==> config.mk <==
export PLATFORM = sky130hd
export DESIGN_NAME = sab_ctrl
export DESIGN_NICKNAME = d
export VERILOG_FILES = /design/src/hw/sab_pkg.sv /design/src/hw/sab_ctrl.sv /design/src/hw/sab_glitch_filter.sv /design/src/hw/sab_bridge_leg.sv
export VERILOG_INCLUDE_DIRS = /design/src /design/src/hw
export SDC_FILE = /design/constraint.sdc
export NUM_CORES = 1
export LEC_CHECK = 0
export BUFFER_PORTS_ARGS = -buffer_cell sky130_fd_sc_hd__buf_2
export CORE_ASPECT_RATIO = 2
export CORE_MARGIN = 2
export CORE_UTILIZATION = 55
export DETAILED_ROUTE_END_ITERATION = 12
export PLACE_DENSITY = 0.81
export SETUP_SLACK_MARGIN = 0.5
export SYNTH_ARGS = -nofsm -noshare
export SYNTH_HDL_FRONTEND = slang
export SYNTH_SLANG_ARGS = --single-unit
==> constraint.sdc <==
create_clock -name clk_sys -period 3.8 [get_ports clk_sys]
set_input_delay 0.95 -clock clk_sys [delete_from_list [all_inputs] [get_ports clk_sys]]
set_output_delay 0.95 -clock clk_sys [all_outputs]
set_load 0.005 [all_outputs]
==> src/hw/sab_map.svh <==
`ifndef SAB_MAP_SVH
`define SAB_MAP_SVH
// ----------------------------------------
// Register byte offsets
// ----------------------------------------
`define SAB_REG_CFG      8'h00
`define SAB_REG_MOTOR    8'h04
`define SAB_REG_STATUS   8'h08
`define SAB_REG_CTRL     8'h0C
// ----------------------------------------
// Field positions
// ----------------------------------------
`define SAB_CFG_EN_BIT   2
`define SAB_CFG_FLOOR_LSB 3
`define SAB_CFG_FREQ_LSB 6
`define SAB_CFG_BOOST_LSB 8
`define SAB_MOT_PHA_BIT  8
`define SAB_MOT_CA_LSB   9
`define SAB_MOT_PHB_BIT  21
`define SAB_MOT_CB_LSB   22
`define SAB_CTRL_RES_LSB 0
`define SAB_CTRL_DRV_BIT 3
// ----------------------------------------
// Reset values and decode constants
// ----------------------------------------
`define SAB_CFG_RST      32'h0000_0000
`define SAB_MOT_RST      32'h0000_0000
`define SAB_CTRL_RST     32'h0000_0000
`define SAB_FULL_PCT     7'h64
`define SAB_FLOOR_TOP    7'h50
`define SAB_FLOOR_STEP   7'h05
`define SAB_BOOST_BASE   4'h5
`define SAB_FREQ_OFF     2'h3
// ----------------------------------------
// Timing
// ----------------------------------------
`define SAB_CLK_NS       40
`define SAB_CLK_HZ       25000000
`define SAB_GLITCH_NS    625
`define SAB_GLITCH_CYC   ((`SAB_GLITCH_NS + `SAB_CLK_NS - 1) / `SAB_CLK_NS)
`define SAB_DEAD_NS      200
`define SAB_DEAD_CYC     ((`SAB_DEAD_NS + `SAB_CLK_NS - 1) / `SAB_CLK_NS)
`define SAB_FREQ_FLOOR_PIN_HI_HZ   675
`define SAB_FREQ_FLOOR_PIN_MID_HZ  450
`define SAB_FREQ_FLOOR_PIN_LO_HZ   225
`endif

==> src/hw/sab_pkg.sv <==
`default_nettype none
package sab_pkg;
  // Bridge modes of one coil
  typedef enum logic [1:0] {SAB_CHARGE, SAB_SLOW, SAB_FAST} sab_mode_t;
  // Four switches of one H-bridge
  typedef struct packed {
    logic high_side_one;
    logic high_side_two;
    logic low_side_one;
    logic low_side_two;
  } sab_gate_t;
  // Decoded anti-stall settings
  typedef struct packed {
    logic       en;
    logic [2:0] floor_idx;
    logic [1:0] freq_code;
    logic [1:0] boost_code;
  } sab_cfg_t;
endpackage : sab_pkg
`default_nettype wire

==> src/hw/sab_ctrl.sv <==
// Operation
// - Anti-stall on by pin or serial bit
// - Current steps down to floor; off means full
// - Config pins pass 0.625 us glitch filter
// - Pin floor decode 80..45 percent
// - Serial floor code 000..111 gives 80..45
// - Boost pin level gives 5,7,9,11 steps
// - Anti-stall suspended below step-rate limit
// - Limit doubles per finer step resolution
// - Serial frequency code 00..11, 11 off
// - Serial step rate from motor word writes
// - Faults encoded on two open-drain flags
// - Faults held until supply reapplied/standby
// - Standby stops oscillator and output stage
// - Forward current switch patterns per mode
// - Reverse current switch patterns per mode
// - Chopper sequences charge, fast, slow
// - Bank-low word initial, bank-high word motor
`include "sab_map.svh"
`default_nettype none
module sab_ctrl #(
  parameter int unsigned LIM_HI_CYC  = `SAB_CLK_HZ / `SAB_FREQ_FLOOR_PIN_HI_HZ,
  parameter int unsigned LIM_MID_CYC = `SAB_CLK_HZ / `SAB_FREQ_FLOOR_PIN_MID_HZ,
  parameter int unsigned LIM_LO_CYC  = `SAB_CLK_HZ / `SAB_FREQ_FLOOR_PIN_LO_HZ,
  parameter int unsigned CHOP_CYC    = 333,
  parameter int unsigned FAST_CYC    = 83,
  parameter int unsigned DEAD_CYC    = `SAB_DEAD_CYC
) (
  input  wire logic          clk_sys,
  input  wire logic          rst_n,
  input  wire logic          psel,
  input  wire logic          penable,
  input  wire logic          pwrite,
  input  wire logic [7:0]    paddr,
  input  wire logic [31:0]   pwdata,
  output logic [31:0]        prdata,
  output logic               pready,
  output logic               pslverr,
  input  wire logic          if_serial,
  input  wire logic          stby_n,
  input  wire logic          antistall_enable,
  input  wire logic          floor_sel_bit0,
  input  wire logic [1:0]    floor_sel_bit1,
  input  wire logic [1:0]    boost_level_pin,
  input  wire logic [1:0]    freq_floor_pin,
  input  wire logic          step_clk,
  input  wire logic          load_rising,
  input  wire logic [1:0]    coil_over,
  input  wire logic          motor_supply_ok,
  input  wire logic          thermal_trip,
  input  wire logic          overcurrent_trip,
  input  wire logic          open_load_trip,
  input  wire logic          fault_flag_a_i,
  input  wire logic          fault_flag_b_i,
  output logic               fault_flag_a_o,
  output logic               fault_flag_a_oe_n,
  output logic               fault_flag_b_o,
  output logic               fault_flag_b_oe_n,
  output logic               osc_run,
  output logic [6:0]         current_pct,
  output logic [1:0]         coil_pol,
  output sab_pkg::sab_gate_t gate_a,
  output sab_pkg::sab_gate_t gate_b
);
  // ----------------------------------------
  // Declarations
  // ----------------------------------------
  logic [31:0]        cfg_r, cfg_nxt, mot_r, mot_nxt, ctrl_r, ctrl_nxt, rdata_r, rdata_nxt;
  logic               err_r, err_nxt, run_r, run_nxt, step_prev_r, supply_prev_r;
  logic [7:0]         pin_filt;
  sab_pkg::sab_cfg_t  cfg;
  logic [6:0]         floor_pct, pct_r, pct_nxt;
  logic [3:0]         boost_steps;
  logic [16:0]        per_r, per_nxt, lim;
  logic               below_r, below_nxt, step_evt, active, wr, hit;
  logic [2:0]         fault_r, fault_nxt;
  logic               fault_clr, chop_tick;
  logic [15:0]        chop_r, chop_nxt;
  logic [15:0]        fast_r [2], fast_nxt [2];
  sab_pkg::sab_mode_t mode_r [2], mode_nxt [2];

  // ----------------------------------------
  // Decode functions
  // ----------------------------------------
  function automatic logic [6:0] floor_of(input logic [2:0] idx);
    floor_of = `SAB_FLOOR_TOP - 7'(`SAB_FLOOR_STEP * {4'h0, idx});
  endfunction : floor_of

  function automatic logic [16:0] limit_of(input logic [1:0] code, input logic [2:0] res);
    case (code)
      2'h0:    limit_of = 17'(LIM_HI_CYC >> res);
      2'h1:    limit_of = 17'(LIM_MID_CYC >> res);
      2'h2:    limit_of = 17'(LIM_LO_CYC >> res);
      default: limit_of = 17'h1FFFF;
    endcase
  endfunction : limit_of

  // ----------------------------------------
  // Pin filter and settings source
  // ----------------------------------------
  // Enable pin passes the glitch filter with the other pins; host keeps it steady while powered
  sab_glitch_filter #(
    .W   (8),
    .CYC (`SAB_GLITCH_CYC)
  ) u_filt (
    .clk_sys (clk_sys),
    .rst_n   (rst_n),
    .raw     ({antistall_enable, floor_sel_bit0, floor_sel_bit1, boost_level_pin, freq_floor_pin}),
    .filt    (pin_filt)
  );

  // Serial mode reads the bank-low word, clock mode the filtered pins
  always_comb begin
    if (if_serial) begin
      cfg.en         = cfg_r[`SAB_CFG_EN_BIT];
      cfg.floor_idx  = {cfg_r[`SAB_CFG_FLOOR_LSB], cfg_r[`SAB_CFG_FLOOR_LSB+1],
                        cfg_r[`SAB_CFG_FLOOR_LSB+2]};
      cfg.freq_code  = {cfg_r[`SAB_CFG_FREQ_LSB], cfg_r[`SAB_CFG_FREQ_LSB+1]};
      cfg.boost_code = {cfg_r[`SAB_CFG_BOOST_LSB], cfg_r[`SAB_CFG_BOOST_LSB+1]};
    end else begin
      cfg.en         = pin_filt[7];
      cfg.floor_idx  = {~pin_filt[6], pin_filt[5:4]};
      cfg.freq_code  = pin_filt[1:0];
      cfg.boost_code = pin_filt[3:2];
    end
  end

  assign floor_pct   = floor_of(cfg.floor_idx);
  assign boost_steps = `SAB_BOOST_BASE + {1'b0, cfg.boost_code, 1'b0};
  assign lim         = limit_of(cfg.freq_code, ctrl_r[`SAB_CTRL_RES_LSB +: 3]);

  // ----------------------------------------
  // APB slave
  // ----------------------------------------
  assign wr  = psel & penable & pwrite;
  assign hit = (paddr == `SAB_REG_CFG) || (paddr == `SAB_REG_MOTOR) ||
               (paddr == `SAB_REG_STATUS) || (paddr == `SAB_REG_CTRL);

  // Read data and error are captured in setup so they leave a flop
  always_comb begin
    cfg_nxt   = cfg_r;
    mot_nxt   = mot_r;
    ctrl_nxt  = ctrl_r;
    rdata_nxt = rdata_r;
    err_nxt   = err_r;
    if (psel && !penable) begin
      err_nxt = !hit;
      case (paddr)
        `SAB_REG_CFG:    rdata_nxt = cfg_r;
        `SAB_REG_MOTOR:  rdata_nxt = mot_r;
        `SAB_REG_STATUS: rdata_nxt = {7'h00, boost_steps, floor_pct, pct_r, below_r, active,
                                      fault_flag_b_i, fault_flag_a_i, fault_r};
        `SAB_REG_CTRL:   rdata_nxt = ctrl_r;
        default:         rdata_nxt = 32'h0000_0000;
      endcase
    end
    if (wr) begin
      case (paddr)
        `SAB_REG_CFG:   cfg_nxt = pwdata;
        `SAB_REG_MOTOR: mot_nxt = pwdata;
        `SAB_REG_CTRL:  ctrl_nxt = {28'h0000000, pwdata[3:0]};
        default:        cfg_nxt = cfg_r;
      endcase
    end
  end

  always_ff @(posedge clk_sys or negedge rst_n) begin
    if (!rst_n) begin
      cfg_r   <= `SAB_CFG_RST;
      mot_r   <= `SAB_MOT_RST;
      ctrl_r  <= `SAB_CTRL_RST;
      rdata_r <= 32'h0000_0000;
      err_r   <= 1'b0;
    end else begin
      cfg_r   <= cfg_nxt;
      mot_r   <= mot_nxt;
      ctrl_r  <= ctrl_nxt;
      rdata_r <= rdata_nxt;
      err_r   <= err_nxt;
    end
  end

  assign pready  = 1'b1;
  assign prdata  = rdata_r;
  assign pslverr = psel & penable & err_r;

  // ----------------------------------------
  // Step rate and anti-stall current
  // ----------------------------------------
  // Serial mode counts motor word writes as steps
  assign step_evt = if_serial ? (wr && paddr == `SAB_REG_MOTOR) : (step_clk & ~step_prev_r);
  assign active   = cfg.en & ~below_r & run_r;

  // Period counter saturates; a slow rate also shows before the next step
  always_comb begin
    per_nxt   = (per_r == 17'h1FFFF) ? per_r : per_r + 17'h00001;
    below_nxt = below_r;
    if (cfg.freq_code == `SAB_FREQ_OFF) begin
      below_nxt = 1'b0;
    end else if (step_evt) begin
      below_nxt = (per_r >= lim);
    end else if (per_r >= lim) begin
      below_nxt = 1'b1;
    end
    if (step_evt) begin
      per_nxt = 17'h00000;
    end
    pct_nxt = pct_r;
    if (!active) begin
      pct_nxt = `SAB_FULL_PCT;
    end else if (step_evt) begin
      if (load_rising) begin
        pct_nxt = ({1'b0, pct_r} + {4'h0, boost_steps} > {1'b0, `SAB_FULL_PCT}) ?
                  `SAB_FULL_PCT : pct_r + {3'h0, boost_steps};
      end else if (pct_r > floor_pct) begin
        pct_nxt = pct_r - 7'h01;
      end else begin
        pct_nxt = floor_pct;
      end
    end
  end

  always_ff @(posedge clk_sys or negedge rst_n) begin
    if (!rst_n) begin
      per_r       <= 17'h00000;
      below_r     <= 1'b0;
      pct_r       <= `SAB_FULL_PCT;
      step_prev_r <= 1'b0;
    end else begin
      per_r       <= per_nxt;
      below_r     <= below_nxt;
      pct_r       <= pct_nxt;
      step_prev_r <= step_clk;
    end
  end

  assign current_pct = pct_r;
  assign coil_pol    = {mot_r[`SAB_MOT_PHB_BIT], mot_r[`SAB_MOT_PHA_BIT]};

  // ----------------------------------------
  // Fault latch, flags and standby
  // ----------------------------------------
  assign fault_clr = ~stby_n | (motor_supply_ok & ~supply_prev_r);
  assign run_nxt   = stby_n;

  // A trip in the clearing cycle still latches
  always_comb begin
    fault_nxt = (fault_clr ? 3'h0 : fault_r) | {open_load_trip, overcurrent_trip, thermal_trip};
  end

  always_ff @(posedge clk_sys or negedge rst_n) begin
    if (!rst_n) begin
      fault_r       <= 3'h0;
      supply_prev_r <= 1'b0;
      run_r         <= 1'b0;
    end else begin
      fault_r       <= fault_nxt;
      supply_prev_r <= motor_supply_ok;
      run_r         <= run_nxt;
    end
  end

  // Thermal wins over overcurrent, which wins over open load
  assign fault_flag_a_o    = 1'b0;
  assign fault_flag_b_o    = 1'b0;
  assign fault_flag_a_oe_n = ~(fault_r[0] | fault_r[1]);
  assign fault_flag_b_oe_n = ~(fault_r[0] | (fault_r[2] & ~fault_r[1]));
  assign osc_run           = run_r;

  // ----------------------------------------
  // Chopper per coil
  // ----------------------------------------
  assign chop_tick = (chop_r >= 16'(CHOP_CYC - 1));
  assign chop_nxt  = (chop_tick || !run_r) ? 16'h0000 : chop_r + 16'h0001;

  // Charge until over target, fast for a fixed time, slow until next period
  always_comb begin
    for (int i = 0; i < 2; i++) begin
      mode_nxt[i] = mode_r[i];
      fast_nxt[i] = fast_r[i];
      if (!run_r) begin
        mode_nxt[i] = sab_pkg::SAB_CHARGE;
        fast_nxt[i] = 16'h0000;
      end else begin
        case (mode_r[i])
          sab_pkg::SAB_CHARGE: begin
            if (coil_over[i]) begin
              mode_nxt[i] = sab_pkg::SAB_FAST;
              fast_nxt[i] = 16'h0000;
            end
          end
          sab_pkg::SAB_FAST: begin
            if (fast_r[i] >= 16'(FAST_CYC - 1)) begin
              mode_nxt[i] = sab_pkg::SAB_SLOW;
            end else begin
              fast_nxt[i] = fast_r[i] + 16'h0001;
            end
          end
          sab_pkg::SAB_SLOW: begin
            if (chop_tick) begin
              mode_nxt[i] = sab_pkg::SAB_CHARGE;
            end
          end
          default: mode_nxt[i] = sab_pkg::SAB_CHARGE;
        endcase
      end
    end
  end

  always_ff @(posedge clk_sys or negedge rst_n) begin
    if (!rst_n) begin
      chop_r <= 16'h0000;
      for (int i = 0; i < 2; i++) begin
        mode_r[i] <= sab_pkg::SAB_CHARGE;
        fast_r[i] <= 16'h0000;
      end
    end else begin
      chop_r <= chop_nxt;
      for (int i = 0; i < 2; i++) begin
        mode_r[i] <= mode_nxt[i];
        fast_r[i] <= fast_nxt[i];
      end
    end
  end

  // ----------------------------------------
  // Bridges: off in standby or on thermal/overcurrent
  // ----------------------------------------
  logic drv_en;
  assign drv_en = run_r & ctrl_r[`SAB_CTRL_DRV_BIT] & ~fault_r[0] & ~fault_r[1];

  sab_bridge_leg #(.DEAD_CYC (DEAD_CYC)) u_br_a (
    .clk_sys (clk_sys),
    .rst_n   (rst_n),
    .en      (drv_en),
    .pol     (coil_pol[0]),
    .mode    (mode_r[0]),
    .gate    (gate_a)
  );

  sab_bridge_leg #(.DEAD_CYC (DEAD_CYC)) u_br_b (
    .clk_sys (clk_sys),
    .rst_n   (rst_n),
    .en      (drv_en),
    .pol     (coil_pol[1]),
    .mode    (mode_r[1]),
    .gate    (gate_b)
  );
endmodule : sab_ctrl
`default_nettype wire

==> src/hw/sab_glitch_filter.sv <==
`default_nettype none
module sab_glitch_filter #(
  parameter int unsigned W   = 8,
  parameter int unsigned CYC = 16
) (
  input  wire logic         clk_sys,
  input  wire logic         rst_n,
  input  wire logic [W-1:0] raw,
  output logic [W-1:0]      filt
);
  logic [W-1:0] prev_r, prev_nxt, filt_r, filt_nxt;
  logic [7:0]   cnt_r, cnt_nxt;

  // Output follows only after the raw value held still for CYC cycles
  always_comb begin
    prev_nxt = raw;
    filt_nxt = filt_r;
    cnt_nxt  = 8'h00;
    if (raw == prev_r && raw != filt_r) begin
      if (cnt_r >= 8'(CYC - 1)) begin
        filt_nxt = raw;
      end else begin
        cnt_nxt = cnt_r + 8'h01;
      end
    end
  end

  // Register stage
  always_ff @(posedge clk_sys or negedge rst_n) begin
    if (!rst_n) begin
      prev_r <= '0;
      filt_r <= '0;
      cnt_r  <= 8'h00;
    end else begin
      prev_r <= prev_nxt;
      filt_r <= filt_nxt;
      cnt_r  <= cnt_nxt;
    end
  end

  assign filt = filt_r;
endmodule : sab_glitch_filter
`default_nettype wire

==> src/hw/sab_bridge_leg.sv <==
`default_nettype none
module sab_bridge_leg #(
  parameter int unsigned DEAD_CYC = 5
) (
  input  wire logic                clk_sys,
  input  wire logic                rst_n,
  input  wire logic                en,
  input  wire logic                pol,
  input  wire sab_pkg::sab_mode_t  mode,
  output sab_pkg::sab_gate_t       gate
);
  sab_pkg::sab_gate_t gate_r, gate_nxt, target;
  logic [7:0]         dead_r, dead_nxt;

  // Switch pattern per mode and current direction
  function automatic sab_pkg::sab_gate_t pattern(input sab_pkg::sab_mode_t m, input logic fwd);
    case (m)
      sab_pkg::SAB_CHARGE: pattern = fwd ? 4'b1001 : 4'b0110;
      sab_pkg::SAB_FAST:   pattern = fwd ? 4'b0110 : 4'b1001;
      default:             pattern = 4'b0011;
    endcase
  endfunction : pattern

  assign target = en ? pattern(mode, pol) : 4'b0000;

  // Every change passes through all-off for the dead time
  always_comb begin
    gate_nxt = gate_r;
    dead_nxt = dead_r;
    if (target != gate_r) begin
      if (gate_r != 4'b0000) begin
        gate_nxt = 4'b0000;
        dead_nxt = 8'(DEAD_CYC);
      end else if (dead_r != 8'h00) begin
        dead_nxt = dead_r - 8'h01;
      end else begin
        gate_nxt = target;
      end
    end
  end

  // Register stage
  always_ff @(posedge clk_sys or negedge rst_n) begin
    if (!rst_n) begin
      gate_r <= 4'b0000;
      dead_r <= 8'h00;
    end else begin
      gate_r <= gate_nxt;
      dead_r <= dead_nxt;
    end
  end

  assign gate = gate_r;
endmodule : sab_bridge_leg
`default_nettype wire

==> results of run 1 <==
==> placed cells by master, fill, tap and decap left out, drive strengths merged, types with 10 or more instances in the layout <==
master and count:
a211oi 12, a21o 14, a21oi 64, a31oi 18, and2 19, and3 12, buf 155, clkbuf 30
conb 14, dfrtp 229, ha 53, inv 46, mux2 78, mux2i 36, nand2 81, nand2b 13
nand3 34, nand4 15, nor2 115, nor3 17, nor4 14, o21ai 85, o31ai 12, or3 10
xnor2 30, xor2 26
==> cells by family after synthesis <==
logic type / count (synthesis) / synth area share
AND/OR/NAND/NOR: 360 / 0.1468
AO/OA/AOI/OAI: 260 / 0.1347
flip-flops: 232 / 0.4768
XOR/XNOR: 56 / 0.04025
adder cells (fa/ha/maj): 54 / 0.05607
buffers and inverters: 105 / 0.03461
multiplexers: 118 / 0.1101
other: 2 / 0.0006164
==> worst min path at each step <==
stage / to / startpoint / slack (ps)
after floorplan: u_filt.cnt_r[0] / u_filt.cnt_r[0] / 430
after global routing: u_filt.cnt_r[0] / u_filt.cnt_r[0] / 490
after detailed placement: fast_r[12] / fast_r[12] / 470
after CTS: fast_r[29] / rst_n / 480
final: fast_r[29] / rst_n / 430
after global placement: u_filt.cnt_r[0] / u_filt.cnt_r[0] / 450
==> flip-flops by register name (all words and copies together), names as in the netlist, 3 cells and up <==
signal and cells:
chop_r 16, per_r 17, prdata 32, u_br_b.gate 4
u_br_a.dead_r 8, u_filt.cnt_r 8, ctrl_r 4, fault_r 3
current_pct 7, fast_r 32, mot_r 32, cfg_r 32
mode_r 4, u_filt.prev_r 8, u_filt.filt 8, u_br_b.dead_r 8
u_br_a.gate 4
==> cell type report <==
| cell class | instances | area [um2] |
|---|---|---|
| Fill cell | 1679 | 7820 |
| Clock buffer | 30 | 620.6 |
| Sequential cell | 232 | 5809 |
| Clock inverter | 8 | 90.09 |
| Multi-Input combinational cell | 862 | 6176 |
| Antenna cell | 5 | 12.51 |
| Timing Repair Buffer | 155 | 919.6 |
| Tap cell | 276 | 345.3 |
| Inverter | 46 | 172.7 |
==> per-layer routing <==
| layer | track usage | up-vias |
|---|---|---|
| met5 | 0 | - |
| met4 | 0.1536 | 0 |
| met3 | 0.03921 | 113 |
| met2 | 0.4928 | 286 |
| met1 | 0.2744 | 4800 |
| li1 | - | 4480 |
==> worst register-to-register path: stages, from the launching register on <==
cell,delay [ps]
dfrtp_1,490
mux2i_4,120
inv_2,90
ha_4,120
inv_2,40
ha_4,260
inv_2,40
ha_4,150
a21oi_4,170
xnor2_2,80
xnor2_1,240
ha_1,290
nand4_1,120
a21oi_1,80
o31a_1,290
or4b_1,470
o2111ai_1,100
a31oi_1,60
==> report_power, final <==
group | switching [W] | internal [W]
combinational | 0.000633 | 0.000476
sequential | 0.000106 | 0.00257
clock | 0.000959 | 0.00122
==> repair_timing <==
item / in CTS / in global routing
pin swaps: 15 / 11
endpoints found under the setup margin: 8 / 8
cloned: 0 / 0
resized for setup: 13 / 21
setup buffers: 1 / 1
==> Yosys cell counts (13+ instances only) <==
| cell | instances |
|---|---|
| a21o_1 | 14 |
| a21oi_1 | 63 |
| a31oi_1 | 17 |
| and2_1 | 19 |
| clkbuf_1 | 37 |
| dfrtp_1 | 229 |
| ha_1 | 53 |
| inv_1 | 46 |
| mux2_2 | 78 |
| mux2i_1 | 35 |
| nand2_1 | 81 |
| nand2b_1 | 13 |
| nand3_1 | 34 |
| nand4_1 | 14 |
| nor2_1 | 115 |
| nor3_1 | 17 |
| o21ai_0 | 83 |
| xnor2_1 | 30 |
| xor2_1 | 26 |
==> stage by stage <==
step                      instance area, um2  power (W)    util  worst slack, ps  instances
final                                  14150   0.005961  0.6440            369.2       1614
after global routing                   14140   0.006217  0.6439            231.1       1613
after CTS                              14040   0.005957  0.6390            396.9       1608
after detailed placement               13280   0.003771  0.6048           -292.8       1569
after global placement                 13280   0.003722  0.6048           -222.2       1569
after floorplan                        12310   0.003408       -           -203.4       1199
==> flow_summary.toml, run 1 <==
[run_status]
status = "finished, final reports clean"

[floorplanning]
die_x_um = 109.2
rows = 77
core_um2 = 21970
initial_core_util = 0.5547
die_area_um2 = 23430
pin_count = 121
die-height_um = 214.5

[cells_and_area]
final_nets = 1438
layout-drive-gt1-share = 0.2401
area_growth_pct = 16.10

[routing]
routed-wl-met2_mm = 16.73
viasPerCell = 5.997
wl_per_cell_um = 19.20
remaining_drc_errors = 0
ant_nets = 0
wl_mm = 30.98
maxUsedRoutingLayer = "met4"
met1_length_mm = 10.86
via_count = 9679
wl_met3_mm = 1.578
drtIter0Drc = 650
drtPass1Iterations = 6

[sta]
slew_headroom = 0.3505
whs_ps = 434.3
slew_viol_final = 0
rsz0062_at_grt = "true"
min_period_ps = 3431
final.setup.tns_ps = 0
fmax_mhz = 291.5
clock_skew_ps = 16.77
hold_viol_final = 0
setup_viol = 0
fin_crit_sh = 0.9028
tightest_slew_ps = 965.3

[critical_path]
path_buf_inv = 3
path_common_cell = "ha_4"
crit_end = "current_pct[0]"
worst-path-stages = 17
critPathRequiredTime_ps = 4210
crit_type = "primary input to register"
rr_worst_depth = 17
critPathLaunch = "if_serial"
rrSetupSlack_ps = 470
crit_fanout = 3
cpMaxStageDelayCell = "or4b_1"
end_kind = "register"
timing.rr.end = "current_pct[0]"
rr_startpoint = "cfg_r[3]"
max_stage_delay_ps = 470
cp_top_family = "adder cells"
start_kind = "primary input"
path_cells = "buf_8 > mux2_4 > ha_4 > inv_2 > ha_4 > inv_2 > ha_4 > a21oi_4 > xnor2_2 > xnor2_1 > ha_1 > nand4_1 > a21oi_1 > o31a_1 > or4b_1 > o2111ai_1 > a31oi_1"
crit_arrival_ps = 3840

[clock_tree]
clk_latency_ps = 530
cts_tree = "built"
h-tree-depth = 1
path_clk_slew_ps = 70
clock-sinks = 232
cts_buffers = 22
hold_buffers = 0
cts_root_buffer = "clkbuf_16"
clock_path_buffers = 3

[yosys]
ys.flop_type = "dfrtp_1"
ys_ff_latch = 232
synth_area_um2 = 12180
synth-edff-count = 0
synth.distinct_cells = 79
syn_area_per_cell_um2 = 10.26
synth-async-reset-ratio = 1.000
synth_top_area_cell = "dfrtp_1"
yosysTopAreaCellShare = 0.4703
synth_area_leaders = "dfrtp_1 (47%), mux2_2 (7.2%), ha_1 (5.4%)"
synthCells = 1187
ys_seq_area_frac = 0.4768
ys_warn_count = 0

[power]
ir_worst_vdd_mv = 0.5130
p_leak_nw = 6.860
p_per_area_nw_per_um2 = 421.4

[global_route]
grt-ovfl-total = 0
grt_usage = 0.2663
grt_max_degree = 101
antenna_found_initial = 5
grt_pass1_wl_mm = 49.02
grt_pass1_vias = 9943

[placed_design]
place.gp.congestion = 0.8758
portBuffers = 117
dp_hpwl_mm = 22.84

[hold_path]
hold_path.class = "primary input to asynchronous set/reset pin"

[flow_run]
maxCapViolCount = 0
(Power assumes the default switching activity.)
==> run 2, diff against run 1 <==
PLACE_DENSITY = 0.86   (was 0.81)
SETUP_SLACK_MARGIN = not set   (was 0.5)
==> flow_summary.toml, run 2 (synthesis results as in run 1) <==
[run_status]
status = "finished, final reports clean"

[clock_tree]
clock-sinks = 232
path_clk_slew_ps = 70
h-tree-depth = 1
cts_resized = 0
cts_buffers = 22
clk_latency_ps = 530
cts_setup_buffers = 0
cts_tree = "built"
cts_root_buffer = "clkbuf_16"
clock_path_buffers = 3
hold_buffers = 0

[routing]
drtIter0Drc = 791
viasPerCell = 6.066
via_count = 9864
remaining_drc_errors = 0
wl_mm = 31.69
ant_nets = 0
drtPass1Iterations = 5
wl_per_cell_um = 19.49

[floorplanning]
die-height_um = 214.5
rows = 77
pin_count = 121
die_x_um = 109.2
core_um2 = 21970
initial_core_util = 0.5547
die_area_um2 = 23430

[sta]
slew_viol_final = 0
hold_viol_final = 0
setup_viol = 0
tightest_slew_ps = 897.0
clock_skew_ps = 20.99
fin_crit_sh = 0.9589
min_period_ps = 3644
slew_headroom = 0.3965
rsz0062_at_grt = "false"
fmax_mhz = 274.4

[critical_path]
crit_arrival_ps = 4030
crit_type = "primary input to register"
rr_worst_depth = 18
critPathRequiredTime_ps = 4180
end_kind = "register"
crit_fanout = 5
start_kind = "primary input"

[global_route]
grt_usage = 0.2739
grt_max_degree = 107
grt_pass1_wl_mm = 50.70
grt_pass1_vias = 10401
antenna_found_initial = 7
grt-ovfl-total = 0

[cells_and_area]
layout-drive-gt1-share = 0.2336
final_nets = 1447
final_area_um2 = 14190
layout_common_cells = "dfrtp_1 (229), buf_2 (116), nor2_1 (115)"
post-route-util = 0.6461
mostFrequentLayoutCell = "dfrtp_1"
area_growth_pct = 16.48

[placed_design]
dp_hpwl_mm = 22.68
place_area_um2 = 13380
place.gp.congestion = 0.9349
portBuffers = 117

[power]
ir_worst_vdd_mv = 0.4098
total_power_w = 0.006181
p_per_area_nw_per_um2 = 435.5
p_leak_nw = 6.919

[flow_run]
maxCapViolCount = 0

[hold_path]
hold_path.class = "primary input to asynchronous set/reset pin"
-- run 2: cell types whose count changed in the layout (fill, tap and decap cells not counted), moves of 3 or more --
cell and delta:
mux2i_2 -3, o21ai_1 -4, ha_1 +3, nor2_1 +3, clkbuf_1 -3, mux2i_1 +4, buf_4 +9, o21ai_0 +5
nor2_2 -3, clkinv_4 +4
-- run 2: through the flow --
| step | std cells | setup TNS [ps] | worst slack [ps] | hold slack (ps) |
|---|---|---|---|---|
| detailed placement | 1580 | -1378 | -341.3 | 464.9 |
| finish | 1626 | 0 | 156.0 | 453.5 |
| global route | 1625 | 0 | 1.576 | 503.9 |
| global placement | 1580 | -806.6 | -261.6 | 449.2 |
| CTS | 1620 | 0 | 168.5 | 479.9 |
| floorplan | 1199 | -322.8 | -203.4 | 432.9 |
-- run 2: worst max-delay path: stages --
cell and delay, ps:
buf_2 170, buf_4 160, mux2i_1 340, ha_4 260, inv_2 60, ha_4 120
a21oi_2 50, xnor2_1 220, xnor2_1 190, ha_1 300, a211oi_2 180, nor2_1 60
o31a_1 300, or4b_1 530, o2111ai_1 110, a31oi_1 60
-- run 2: worst paths after layout --
check	startpoint	end	slack (ps)
worst max-delay path	if_serial	current_pct[0]	160
worst min-delay path	rst_n	u_filt.prev_r[6]	450
worst max register to register	u_filt.filt[6]	current_pct[0]	370
worst min register to register	u_filt.cnt_r[0]	u_filt.cnt_r[0]	480
max in group asynchronous	rst_n	chop_r[6]	2480
min in group clk_sys	u_filt.cnt_r[0]	u_filt.cnt_r[0]	480
-- run 2: per-layer routing --
metal	share of wire	track usage	vias to the layer above
li1	-	-	4512
met1	0.34	0.2874	4899
met2	0.54	0.4944	326
met3	0.049	0.03313	123
met4	0.065	0.1827	4
met5	0.00082	0	-
-- run 2: power by group --
group,switching [W],total [W],leakage [nW],internal [W]
logic,0.000644,0.00111,3.39,0.000461
registers,0.000103,0.00267,3.14,0.00257
clock network,0.00100,0.00241,0.387,0.00140
-- run 2: final cells by class --
class	count	area [um2]
diodes	6	15.01
inverters	46	172.7
clock buffers	28	634.4
fillers	1643	7774
clock inverters	12	166.4
repair buffers	164	985.9
multi-input cells	862	6063
flip-flops and latches	232	5809
well taps	276	345.3
==> run 3, diff against run 2 <==
CORE_MARGIN = not set   (was 2)
==> flow_summary.toml, run 3 (synthesis results as in run 1) <==
[clock_tree]
cts_tree = "built"
h-tree-depth = 1
cts_buffers = 20
clock_path_buffers = 3
path_clk_slew_ps = 70
hold_buffers = 0
clock-sinks = 232
clk_latency_ps = 510
cts_root_buffer = "clkbuf_16"

[routing]
viasPerCell = 6.091
remaining_drc_errors = 0
wl_per_cell_um = 19.35
drtPass1Iterations = 7
drtIter0Drc = 718
via_count = 9795
ant_nets = 0
wl_mm = 31.11

[floorplanning]
initial_core_util = 0.5645
pin_count = 121
die_area_um2 = 22790
die_x_um = 107.2
rows = 76
die-height_um = 212.5
core_um2 = 21590

[power]
p_leak_nw = 6.837
p_per_area_nw_per_um2 = 417.7
ir_worst_vdd_mv = 0.4180
total_power_w = 0.005852

[placed_design]
place_area_um2 = 13310
place.gp.congestion = 0.9009
portBuffers = 117
dp_hpwl_mm = 22.27

[critical_path]
start_kind = "primary input"
max_stage_delay_ps = 540
critPathRequiredTime_ps = 4160
cpMaxStageDelayCell = "or4b_1"
path_buf_inv = 4
end_kind = "register"
path_cells = "buf_2 > mux2i_4 > inv_2 > ha_4 > inv_2 > ha_4 > inv_2 > ha_4 > a21oi_4 > xnor2_2 > xnor2_1 > ha_1 > a211oi_2 > nor2_1 > o31a_1 > or4b_1 > o2111ai_2 > a31oi_2"
crit_arrival_ps = 4030
critPathLaunch = "if_serial"
cp_top_family = "adder cells"
crit_fanout = 4
crit_type = "primary input to register"
rr_startpoint = "cfg_r[3]"

[sta]
clock_skew_ps = 14.67
fmax_mhz = 272.8
slew_headroom = 0.3164
setup_viol = 0
rsz0062_at_grt = "false"
slew_viol_final = 0
hold_viol_final = 0
min_period_ps = 3666
fin_crit_sh = 0.9646
tightest_slew_ps = 1016

[flow_run]
maxCapViolCount = 0

[hold_path]
hold_path.class = "primary input to asynchronous set/reset pin"

[global_route]
grt_usage = 0.2825
grt-ovfl-total = 0
grt_pass1_wl_mm = 50.27
grt_max_degree = 85
antenna_found_initial = 0
grt_pass1_vias = 10127

[cells_and_area]
seq_area_um2 = 5809
mostFrequentLayoutCell = "dfrtp_1"
antenna_cells = 0
multi_input_area_um2 = 6106
layout_common_cells = "dfrtp_1 (229), buf_2 (116), nor2_1 (115)"
area_growth_pct = 14.99
nFillCells = 1584
final_nets = 1441
layout-drive-gt1-share = 0.2307
final_area_um2 = 14010

[run_status]
status = "finished, final reports clean"
run 3: worst reg2reg max path: stages (launching register included):
cell and delay (ps):
dfrtp_1 490, mux2i_4 120, inv_2 100, ha_4 130, inv_2 40, ha_4 260, inv_2 40, ha_4 150
a21oi_4 150, xnor2_2 130, xnor2_1 160, ha_1 290, a211oi_2 180, nor2_1 90, o31a_1 280, or4b_1 540
o2111ai_2 110, a31oi_2 80
run 3: final timing paths:
check                                        end  slack [ps]  depth (start not counted)
min in group clk_sys             u_filt.cnt_r[0]         470                          1
worst min register to register   u_filt.cnt_r[0]         470                          1
worst max-delay path              current_pct[0]         130                         18
worst min-delay path            u_br_a.dead_r[6]         450                          1
max in group asynchronous         current_pct[6]        2450                          2
worst max register to register    current_pct[0]         320                         17
run 3: stage by stage:
step | setup TNS (ps) | setup slack [ps] | instances | util | hold slack [ps]
2_1_floorplan | -322.8 | -203.4 | 1199 | - | 432.9
5_1_grt | 0 | 43.06 | 1608 | 0.6491 | 490.7
6_report | 0 | 134.5 | 1608 | 0.6491 | 450.5
3_3_place_gp | -679.6 | -255.5 | 1572 | 0.6167 | 451.4
4_1_cts | 0 | 33.17 | 1607 | 0.6469 | 461.5
3_5_place_dp | -1547 | -345.6 | 1572 | 0.6167 | 466.7
run 3: where the power goes:
| group | switching [W] | total, W | leakage [nW] | internal, W |
|---|---|---|---|---|
| registers | 0.000105 | 0.00267 | 3.14 | 0.00257 |
| clock network | 0.000905 | 0.00205 | 0.326 | 0.00114 |
| logic | 0.000656 | 0.00113 | 3.37 | 0.000478 |
| total | 0.00167 | 0.00585 | 6.84 | 0.00419 |
run 3: routing by layer:
layer	up-vias	routed length, um	track usage
met5	-	0	0
met2	315	16970	0.5248
met3	111	1084	0.03188
li1	4485	-	-
met1	4884	11120	0.2955
met4	0	1932	0.1819
run 3: repair_timing:
| item | CTS | global route |
|---|---|---|
| resized for setup | 0 | 6 |
| endpoints found under the setup margin | 0 | 1 |
| setup buffers | 0 | 1 |
run 3: layout make-up:
class / count / area share
Clock inverter: 8 / 0.005180
Inverter: 46 / 0.01232
Multi-Input combinational cell: 862 / 0.4358
Sequential cell: 232 / 0.4146
Timing Repair Buffer: 160 / 0.06644
Tap cell: 273 / 0.02438
Clock buffer: 27 / 0.04126
